`config.mk`:
```
export PLATFORM = sky130hd
export DESIGN_NAME = sdbs_tracker
export DESIGN_NICKNAME = d
export VERILOG_FILES = /design/src/sdbs_pkg.sv /design/src/sdbs_bank.sv /design/src/sdbs_tracker.sv
export SDC_FILE = /design/constraint.sdc
export NUM_CORES = 1
export LEC_CHECK = 0
export BUFFER_PORTS_ARGS = -buffer_cell sky130_fd_sc_hd__buf_2
export CORE_ASPECT_RATIO = 1.5
export CORE_MARGIN = 5
export CORE_UTILIZATION = 26
export CTS_CLUSTER_DIAMETER = 100
export DETAILED_ROUTE_END_ITERATION = 6
export GPL_TIMING_DRIVEN = 0
export PLACE_DENSITY_LB_ADDON = 0.3
export SKIP_CTS_REPAIR_TIMING = 1
export SYNTH_ARGS = -nofsm -noshare
export SYNTH_HDL_FRONTEND = slang
export SYNTH_HIERARCHICAL = 1
export SYNTH_SLANG_ARGS = --single-unit
```
`constraint.sdc`:
```
create_clock -name clk -period 6.9 [get_ports clk]
set_input_delay 0.69 -clock clk [delete_from_list [all_inputs] [get_ports clk]]
set_output_delay 0.69 -clock clk [all_outputs]
set_load 0.02 [all_outputs]
```
`src/sdbs_pkg.sv`:
```
package sdbs_pkg;

    // ------------------------------------------------------------
    // clock and timing
    // ------------------------------------------------------------
    localparam int CLK_PERIOD_PS = 8000;               // 125 MHz
    // least times in ps, rounded up to whole cycles
    localparam int PRECHARGE_PERIOD_PS         = 18000;
    localparam int ACTIVATE_TO_ACCESS_DELAY_PS = 18000;
    localparam int REFRESH_CYCLE_TIME_PS       = 60000;
    localparam int MODE_SET_DELAY_PS           = 16000;
    localparam int WRITE_RECOVERY_TIME_PS      = 16000;

    function automatic int cyc(input int ps);
        int c;
        c = (ps + CLK_PERIOD_PS - 1) / CLK_PERIOD_PS;
        return (c < 1) ? 1 : c;
    endfunction

    localparam int PRECHARGE_CYC = cyc(PRECHARGE_PERIOD_PS);
    localparam int ACTIVATE_CYC  = cyc(ACTIVATE_TO_ACCESS_DELAY_PS);
    localparam int REFRESH_CYC   = cyc(REFRESH_CYCLE_TIME_PS);
    localparam int MODESET_CYC   = cyc(MODE_SET_DELAY_PS);
    localparam int WRECOVER_CYC  = cyc(WRITE_RECOVERY_TIME_PS);

    // burst length in data beats (two per clock), latencies in clocks
    localparam int BURST_LENGTH         = 4;
    localparam int WRITE_LATENCY        = 3;
    localparam int READ_LATENCY_ROUNDED = 7;
    // read: earliest explicit precharge still delivering the burst
    localparam int READ_ACCESS_CYC  = BURST_LENGTH / 2;
    // write: burst end after write latency, then recovery
    localparam int WRITE_ACCESS_CYC = WRITE_LATENCY + BURST_LENGTH / 2 + WRECOVER_CYC;

    localparam int TMR_W = 8;
    localparam logic [TMR_W-1:0] TMR_ZERO = 8'h00;

    // ------------------------------------------------------------
    // command pins and encodings
    // ------------------------------------------------------------
    localparam int NUM_BANKS = 4;
    localparam int AUTO_PRECHARGE_SELECT_BIT = 8;
    localparam int ADDR_W = 12;
    // {ras_n, cas_n, we_n} with chip select low
    localparam logic [2:0] CMD_NOP       = 3'h7;
    localparam logic [2:0] CMD_ACTIVE    = 3'h3;
    localparam logic [2:0] CMD_READ      = 3'h5;
    localparam logic [2:0] CMD_WRITE     = 3'h4;
    localparam logic [2:0] CMD_PRECHARGE = 3'h2;
    localparam logic [2:0] CMD_REFRESH   = 3'h1;
    localparam logic [2:0] CMD_MODE      = 3'h0;

    typedef enum logic [3:0] {
        BS_IDLE, BS_ACTIVATING, BS_ACTIVE, BS_READ, BS_WRITE,
        BS_PRECHARGING, BS_READ_AP, BS_WRITE_AP
    } sdbs_bank_e;

    typedef enum logic [1:0] {
        AS_NORMAL, AS_REFRESHING, AS_MODE_ACCESS, AS_PRECHARGE_ALL
    } sdbs_all_e;

endpackage

```
`src/sdbs_bank.sv`:
```
`timescale 1ns/10ps
// one bank's state record and timer
module sdbs_bank
    import sdbs_pkg::*;
(
    input  wire logic       clk,
    input  wire logic       rst,
    input  wire logic       cmdValid,
    input  wire logic [2:0] cmdCode,
    input  wire logic       autoPre,
    input  wire logic       preSelect,
    output sdbs_bank_e      state,
    output logic            apPrechargePhase
);

    sdbs_bank_e       state_q, state_d;
    logic [TMR_W-1:0] tmr_q, tmr_d;
    logic             apPre_q, apPre_d;

    // ------------------------------------------------------------
    // next state
    // ------------------------------------------------------------
    always_comb begin
        state_d = state_q;
        tmr_d   = (tmr_q != TMR_ZERO) ? tmr_q - 8'h01 : TMR_ZERO;
        apPre_d = apPre_q;
        unique case (state_q)
            BS_IDLE: begin
                if (cmdValid && cmdCode == CMD_ACTIVE) begin
                    state_d = BS_ACTIVATING;                          // RULE6
                    tmr_d   = TMR_W'(ACTIVATE_CYC - 1);
                end
            end
            BS_ACTIVATING: begin
                if (tmr_q == TMR_ZERO) state_d = BS_ACTIVE;           // RULE6 RULE3
            end
            BS_ACTIVE, BS_READ, BS_WRITE: begin
                if (cmdValid && (cmdCode == CMD_READ || cmdCode == CMD_WRITE)) begin
                    if (autoPre) begin                                // RULE23
                        state_d = (cmdCode == CMD_READ) ? BS_READ_AP : BS_WRITE_AP;
                        tmr_d   = (cmdCode == CMD_READ) ? TMR_W'(READ_ACCESS_CYC - 1)
                                                        : TMR_W'(WRITE_ACCESS_CYC - 1);
                        apPre_d = 1'b0;
                    end else begin
                        state_d = (cmdCode == CMD_READ) ? BS_READ : BS_WRITE; // RULE4
                    end
                end else if (preSelect) begin
                    state_d = BS_PRECHARGING;                          // RULE7
                    tmr_d   = TMR_W'(PRECHARGE_CYC - 1);
                end
            end
            BS_PRECHARGING: begin
                if (tmr_q == TMR_ZERO) state_d = BS_IDLE;             // RULE7 RULE2
            end
            BS_READ_AP, BS_WRITE_AP: begin
                // access period, then precharge period
                if (tmr_q == TMR_ZERO) begin
                    if (!apPre_q) begin
                        apPre_d = 1'b1;                               // RULE19 RULE20 RULE18
                        tmr_d   = TMR_W'(PRECHARGE_CYC - 1);
                    end else begin
                        apPre_d = 1'b0;
                        state_d = BS_IDLE;                            // RULE8
                    end
                end
            end
            default: state_d = BS_IDLE;
        endcase
    end

    // ------------------------------------------------------------
    // registers
    // ------------------------------------------------------------
    always_ff @(posedge clk or posedge rst) begin
        if (rst) begin
            state_q <= BS_IDLE;
            tmr_q   <= TMR_ZERO;
            apPre_q <= 1'b0;
        end else begin
            state_q <= state_d;
            tmr_q   <= tmr_d;
            apPre_q <= apPre_d;
        end
    end

    assign state            = state_q;
    assign apPrechargePhase = apPre_q;

endmodule

```
`src/sdbs_tracker.sv`:
```
`timescale 1ns/10ps
// ------------------------------------------------------------
// Notes on behaviour
// RULE1 - tracking applies only with clock enable high twice
// RULE2 - idle only after precharge period elapsed
// RULE3 - row active after activate-to-access delay
// RULE4 - plain read or write keeps row open
// RULE5 - controller leaves busy bank alone
// RULE6 - activate starts activating, delay ends it
// RULE7 - precharge starts precharging, period ends it
// RULE8 - auto precharge access returns bank idle
// RULE9 - controller sends only no-ops during all-bank states
// RULE10 - refresh lasts refresh cycle time
// RULE11 - mode access lasts mode set delay
// RULE12 - precharge all idles every bank
// RULE13 - refresh and mode load need all idle
// RULE14 - multi-bank precharge needs valid targets
// RULE15 - write waits for read burst end
// RULE16 - controller masks unwanted write data
// RULE17 - banks operate independently of each other
// RULE18 - auto precharge splits into access, precharge
// RULE19 - read precharge starts at earliest explicit point
// RULE20 - write precharge starts after write recovery
// RULE21 - controller spaces commands after auto precharge
// RULE22 - controller avoids data bus collisions
// RULE23 - address bit eight selects auto precharge
// RULE24 - address bit eight on precharge selects all
// RULE25 - each bank keeps its own record
// ------------------------------------------------------------
module sdbs_tracker
    import sdbs_pkg::*;
(
    input  wire logic              clk,
    input  wire logic              rst,
    input  wire logic              clkEnable,
    input  wire logic              chipSelect_n,
    input  wire logic              rowStrobe_n,
    input  wire logic              colStrobe_n,
    input  wire logic              writeEnable_n,
    input  wire logic              bankSelectLow,
    input  wire logic              bankSelectHigh,
    input  wire logic [ADDR_W-1:0] addr,
    output logic [NUM_BANKS-1:0]   bankIdle,
    output logic [NUM_BANKS-1:0]   bankActive,
    output logic [NUM_BANKS-1:0]   bankBusy,
    output logic [NUM_BANKS-1:0]   bankPrechargePhase,
    output logic                   allBanksIdle,
    output logic                   refreshing,
    output logic                   modeAccess,
    output logic                   prechargeAll
);

    // ------------------------------------------------------------
    // command decode
    // ------------------------------------------------------------
    logic             cke_q;
    logic [2:0]       cmdCode;
    logic             cmdValid;
    logic [1:0]       bankNum;
    logic             autoPre;
    sdbs_all_e        all_q, all_d;
    logic [TMR_W-1:0] atmr_q, atmr_d;

    // pins read as one code; chip select and clock enable gate it below
    assign cmdCode  = {rowStrobe_n, colStrobe_n, writeEnable_n};
    // commands count only with clock enable high at both edges
    assign cmdValid = !chipSelect_n && clkEnable && cke_q && (all_q == AS_NORMAL); // RULE1 RULE9
    assign bankNum  = {bankSelectHigh, bankSelectLow};
    assign autoPre  = addr[AUTO_PRECHARGE_SELECT_BIT];                            // RULE23

    sdbs_bank_e                 bankState [NUM_BANKS];
    logic       [NUM_BANKS-1:0] apPhase;
    logic       [NUM_BANKS-1:0] idle_d, act_d, busy_d;

    // ------------------------------------------------------------
    // per-bank records
    // ------------------------------------------------------------
    genvar b;
    generate
        for (b = 0; b < NUM_BANKS; b++) begin : g_bank
            logic hit;
            logic preSel;
            // only commands naming this bank reach it, except precharge all, which reaches every bank
            assign hit    = cmdValid && (bankNum == 2'(b));                // RULE17
            assign preSel = cmdValid && cmdCode == CMD_PRECHARGE && (autoPre || bankNum == 2'(b)); // RULE24
            sdbs_bank u_bank (                                              // RULE25
                .clk              (clk),
                .rst              (rst),
                .cmdValid         (hit),
                .cmdCode          (cmdCode),
                .autoPre          (autoPre),
                .preSelect        (preSel),
                .state            (bankState[b]),
                .apPrechargePhase (apPhase[b])
            );
            // flags decoded here so the outputs stay one flop behind the bank state records
            assign idle_d[b] = (bankState[b] == BS_IDLE);                   // RULE2
            assign act_d[b]  = (bankState[b] == BS_ACTIVE);                 // RULE3
            assign busy_d[b] = (bankState[b] == BS_ACTIVATING) || (bankState[b] == BS_PRECHARGING)
                            || (bankState[b] == BS_READ_AP) || (bankState[b] == BS_WRITE_AP);
        end
    endgenerate

    // ------------------------------------------------------------
    // all-bank states
    // ------------------------------------------------------------
    always_comb begin
        all_d  = all_q;
        atmr_d = (atmr_q != TMR_ZERO) ? atmr_q - 8'h01 : TMR_ZERO;
        unique case (all_q)
            AS_NORMAL: begin
                if (cmdValid && cmdCode == CMD_REFRESH) begin
                    all_d  = AS_REFRESHING;                               // RULE10
                    atmr_d = TMR_W'(REFRESH_CYC - 1);
                end else if (cmdValid && cmdCode == CMD_MODE) begin
                    all_d  = AS_MODE_ACCESS;                              // RULE11
                    atmr_d = TMR_W'(MODESET_CYC - 1);
                end else if (cmdValid && cmdCode == CMD_PRECHARGE && autoPre) begin
                    all_d  = AS_PRECHARGE_ALL;                            // RULE12
                    atmr_d = TMR_W'(PRECHARGE_CYC - 1);
                end
            end
            AS_REFRESHING, AS_MODE_ACCESS, AS_PRECHARGE_ALL: begin
                // nothing is taken here, so the timer cannot be restarted
                if (atmr_q == TMR_ZERO) all_d = AS_NORMAL;
            end
        endcase
    end

    // ------------------------------------------------------------
    // registers, outputs straight from flops
    // ------------------------------------------------------------
    // all-bank flags follow the next state; bank flags trail them by one clock
    always_ff @(posedge clk or posedge rst) begin
        if (rst) begin
            cke_q              <= 1'b0;
            all_q              <= AS_NORMAL;
            atmr_q             <= TMR_ZERO;
            bankIdle           <= '1;
            bankActive         <= '0;
            bankBusy           <= '0;
            bankPrechargePhase <= '0;
            allBanksIdle       <= 1'b1;
            refreshing         <= 1'b0;
            modeAccess         <= 1'b0;
            prechargeAll       <= 1'b0;
        end else begin
            cke_q              <= clkEnable;
            all_q              <= all_d;
            atmr_q             <= atmr_d;
            bankIdle           <= idle_d;
            bankActive         <= act_d;
            bankBusy           <= busy_d;
            bankPrechargePhase <= apPhase;
            allBanksIdle       <= (&idle_d) && (all_d == AS_NORMAL);
            refreshing         <= (all_d == AS_REFRESHING);
            modeAccess         <= (all_d == AS_MODE_ACCESS);
            prechargeAll       <= (all_d == AS_PRECHARGE_ALL);
        end
    end

    // ------------------------------------------------------------
    // checks
    // ------------------------------------------------------------
    // repetition counts are the package timings in whole clocks
    refresh_length_a: assert property (@(posedge clk) disable iff (rst) // RULE10
        (cmdValid && cmdCode == CMD_REFRESH) |=> all_q == AS_REFRESHING [*8] ##1 all_q == AS_NORMAL)
        else $error("refresh state length wrong");

    mode_length_a: assert property (@(posedge clk) disable iff (rst) // RULE11
        (cmdValid && cmdCode == CMD_MODE) |=> all_q == AS_MODE_ACCESS [*2] ##1 all_q == AS_NORMAL)
        else $error("mode access length wrong");

    pre_all_a: assert property (@(posedge clk) disable iff (rst) // RULE12
        (cmdValid && cmdCode == CMD_PRECHARGE && autoPre) |=> ##4 (&bankIdle))
        else $error("banks not idle after precharge all");

    activate_delay_a: assert property (@(posedge clk) disable iff (rst) // RULE6
        (cmdValid && cmdCode == CMD_ACTIVE && bankState[0] == BS_IDLE && bankNum == 2'h0)
        |=> bankState[0] == BS_ACTIVATING [*3] ##1 bankState[0] == BS_ACTIVE)
        else $error("activate delay wrong");

    precharge_idle_a: assert property (@(posedge clk) disable iff (rst) // RULE7
        (bankState[0] == BS_PRECHARGING && $past(bankState[0]) == BS_ACTIVE)
        |-> bankState[0] == BS_PRECHARGING [*3] ##1 bankState[0] == BS_IDLE)
        else $error("precharge period wrong");

    open_row_a: assert property (@(posedge clk) disable iff (rst) // RULE4
        (cmdValid && cmdCode == CMD_READ && !autoPre && bankNum == 2'h0 && bankState[0] == BS_ACTIVE)
        |=> bankState[0] == BS_READ)
        else $error("row not left open");

    ap_read_a: assert property (@(posedge clk) disable iff (rst) // RULE19
        (cmdValid && cmdCode == CMD_READ && autoPre && bankNum == 2'h1 && bankState[1] == BS_ACTIVE)
        |=> !apPhase[1] [*2] ##1 apPhase[1] [*3] ##1 bankState[1] == BS_IDLE)
        else $error("read auto precharge timing wrong");

    ap_write_a: assert property (@(posedge clk) disable iff (rst) // RULE20
        (cmdValid && cmdCode == CMD_WRITE && autoPre && bankNum == 2'h2 && bankState[2] == BS_ACTIVE)
        |=> bankState[2] == BS_WRITE_AP && !apPhase[2] [*7] ##1 apPhase[2])
        else $error("write recovery not honoured");

    // clock enable low at the previous edge must leave an idle bank alone
    cke_gate_a: assert property (@(posedge clk) disable iff (rst) // RULE1
        (!cke_q && bankState[2] == BS_IDLE) |=> bankState[2] == BS_IDLE)
        else $error("command taken with clock enable low");

    // output flags never claim two states for one bank
    flags_exclusive_a: assert property (@(posedge clk) disable iff (rst) // RULE2
        ((bankIdle & bankActive) | (bankIdle & bankBusy) | (bankActive & bankBusy)) == 4'h0)
        else $error("bank flags overlap");

    // an auto precharge phase only ever shows on a busy bank
    phase_in_busy_a: assert property (@(posedge clk) disable iff (rst) // RULE18
        (bankPrechargePhase & ~bankBusy) == 4'h0)
        else $error("precharge phase outside busy bank");

    // the summary flag must agree with the bank and all-bank flags
    all_idle_flag_a: assert property (@(posedge clk) disable iff (rst) // RULE12
        allBanksIdle |-> (&bankIdle) && !refreshing && !modeAccess && !prechargeAll)
        else $error("all banks idle flag wrong");

endmodule
```
==> qor.yml <==
global_route:
  grt_usage: 0.113
  grt_max_degree: 32
  grt_pass1_vias: 4254
  antenna_found_initial: 0
  grt_pass1_wl_um: 20500
  overflow: 0
placed_design:
  gp_congestion: 0.889
  port_buffers: 29
  hpwl_um: 9330
  pre_cts_slack_ps: 3770
  placed_area_um2: 5470
  dp_cells: 823
synth:
  yosys_most_used_dff: "dfrtp_1"
  yosysWarnings: 6
  synth_edf_count: 0
  synth_top_area_cell: "dfrtp_1"
  syn-num-nets: 573
  async_reset_ff_frac: 1.00
  ys_seq_area_frac: 0.396
  synth_most_common_cell: "dfrtp_1"
  ys_ff_latch: 79
  yosysTopAreaCellShare: 0.370
  synth_top_family_by_area: "simple AND/OR/NAND/NOR gates"
  synthDistinctLibCells: 75
  synthSimpleGateAreaFrac: 0.285
  netlist_area_um2: 5000
  synth_cells: 538
  synth_compound_area_frac: 0.177
  synth.area.top_cells: "dfrtp_1 37%, nor2_1 3.6%, ha_1 3.5%"
  synthTopCellsByCount: "74 x dfrtp_1, 48 x nor2_1, 39 x inv_1"
  avgSynthCellArea_um2: 9.30
  synthAdderAreaFrac: 0.0350
  synthMuxAreaShare: 0.0260
  synth_xor_area_frac: 0.0315
detailed_routing:
  drcViolationCount: 0
  drtIter0Drc: 236
  drt.antenna.violating_nets: 0
  dr.pass1.iters: 5
  wl_um: 12500
  num_vias: 4291
  vias_per_cell: 5.11
  wl_per_cell_um: 14.9
die:
  rows: 62
  num_io_pins: 41
  core_um2: 19100
  fp.dieH_um: 180
  start_util: 0.262
  dieArea_um2: 22200
  dieWidth_um: 123
setup_path:
  r2r_cells: 7
  critPathLaunchType: "register"
  crit_type: "register to register"
  rr_startpoint: "all_q[1]"
  critPathCaptureType: "register"
  r2r_slack_ps: 4090
  cp_max_fo: 9
  path_cells: "nor4b_4 > nand3b_4 > or3_4 > a21oi_1 > a21oi_1 > o21bai_1 > o2bb2ai_1"
  worstPathArrival_ps: 3000
  slowest_stage: "o21bai_1"
  crit_required_ps: 7090
  cpMostUsedCell: "a21oi_1"
  r2r_end: "g_bank[3].u_bank/tmr_q[2]"
  max_stage_delay_ps: 510
pwr:
  power.leakage_nw: 2.34
  vdd_drop_max_mv: 0.0995
  powerDensity_nw_per_um2: 372
  total_power_mw: 2.15
hold_path:
  hp-class: "primary input to async pin"
final_layout:
  final_nets: 613
  nFillCells: 1989
  num_antenna_cells: 0
  drive_gt1_frac: 0.153
  fin_area_um2: 5790
  instances_no_fill: 839
  area_growth_pct: 15.6
sta:
  rsz0062_at_grt: "false"
  period_minus_slack_ps: 2810
  fin_tns_setup_ps: 0
  period_share: 0.407
  clock_skew_ps: 12.1
  setup_viol: 0
  worst_pin_slew_ps: 785
  relSlewSlack: 0.472
  fmax_mhz: 356
  maxSlewViolCount: 0
  setup_slack_ps: 4090
  final_hold_viol_count: 0
status:
  outcome: "complete, no violations"
cts:
  clock_latency_ps: 330
  clkTransAtPathRegs_ps: 60
  ctsLongestPathBuffers: 2
  numCtsBuffers: 9
  cts-root-buf: "clkbuf_16"
  cts_sinks: 79
  cts_tree: "yes"
  htreeDepth: 3
job:
  drv_cap: 0
[registers in the layout, indices dropped and copies added, names as in the netlist]
signal / flops
g_bank.u_bank/tmr_q: 32
g_bank.u_bank/state: 12
atmr_q: 8
bankActive: 4
bankBusy: 4
bankIdle: 4
bankPrechargePhase: 4
g_bank.u_bank/apPrechargePhase: 4
all_q: 2
allBanksIdle: 1
cke_q: 1
modeAccess: 1
prechargeAll: 1
refreshing: 1
[metal layers]
layer | vias up | global-route usage | wire [µm]
met2 | 104 | 0.217 | 6670
met4 | 0 | 0.0475 | 282
met5 | - | 0 | 0
li1 | 2072 | - | -
met1 | 2093 | 0.117 | 4970
met3 | 22 | 0.0176 | 549
[final cells by class]
| type | count | area [µm²] | area share |
|---|---|---|---|
| plain buffers | 15 | 85.1 | 0.0147 |
| clock buffers | 11 | 233 | 0.0402 |
| clock inverters | 5 | 83.8 | 0.0145 |
| inverters | 39 | 146 | 0.0253 |
| multi-input cells | 405 | 2790 | 0.482 |
| flip-flops and latches | 79 | 1980 | 0.343 |
| well taps | 256 | 320 | 0.0554 |
| repair buffers | 29 | 145 | 0.0251 |
[power by group]
part           switching (mW)  leakage, nW  total, mW  internal (mW)
logic                   0.439         1.28      0.795          0.356
clock network           0.190        0.146      0.507          0.318
registers               0.216        0.915      0.849          0.633
total                   0.845         2.34       2.15           1.31
[cells in the final DEF (no fill, tap or decap), types with 8 or more instances in the layout]
master,synthesis,routed
dfrtp_1,74,74
a21oi_1,27,27
clkbuf_16,0,9
xor2_1,8,8
mux2i_1,13,13
ha_1,14,14
buf_2,5,34
o21ai_0,25,25
nand3_1,10,10
nand2_1,26,26
xnor2_1,10,10
o31ai_1,10,10
inv_1,39,38
o211ai_1,8,8
nand2b_1,10,10
nor2_1,48,48
nand3b_1,9,9
nor4_1,9,9
nor3_1,29,29
[worst max-delay path: cells and delay by family, from the launching register on]
family             cells  cell delay, ps
AOI/OAI and AO/OA      4            1280
and+or+nand+nor        3             950
DFF                    1             420
[worst max-delay path by stage]
stage	from	to	slack [ps]	cells after the start
after floorplan	chipSelect_n	g_bank[3].u_bank/state[1]	4380	8
after detailed placement	chipSelect_n	g_bank[3].u_bank/tmr_q[2]	3770	8
after global placement	chipSelect_n	g_bank[3].u_bank/tmr_q[2]	3830	8
after CTS	all_q[1]	g_bank[3].u_bank/tmr_q[2]	4090	7
after global routing	all_q[1]	g_bank[3].u_bank/tmr_q[2]	3930	7
final	all_q[1]	g_bank[3].u_bank/tmr_q[2]	4090	7
[per-stage QoR]
stage / hold slack (ps) / utilization
finish: 429 / 0.303
global route: 471 / 0.303
CTS: 434 / 0.303
detailed placement: 449 / 0.287
global placement: 445 / 0.287
floorplan: 390 / -
[cells by family after synthesis]
family / count (synthesis)
XOR/XNOR: 18
adder cells (fa/ha/maj): 14
AO/OA/AOI/OAI: 132
multiplexers: 13
other: 4
buffers and inverters: 54
AND/OR/NAND/NOR: 224
flip-flops: 79
Note: power is estimated with default switching activity, not from simulation.
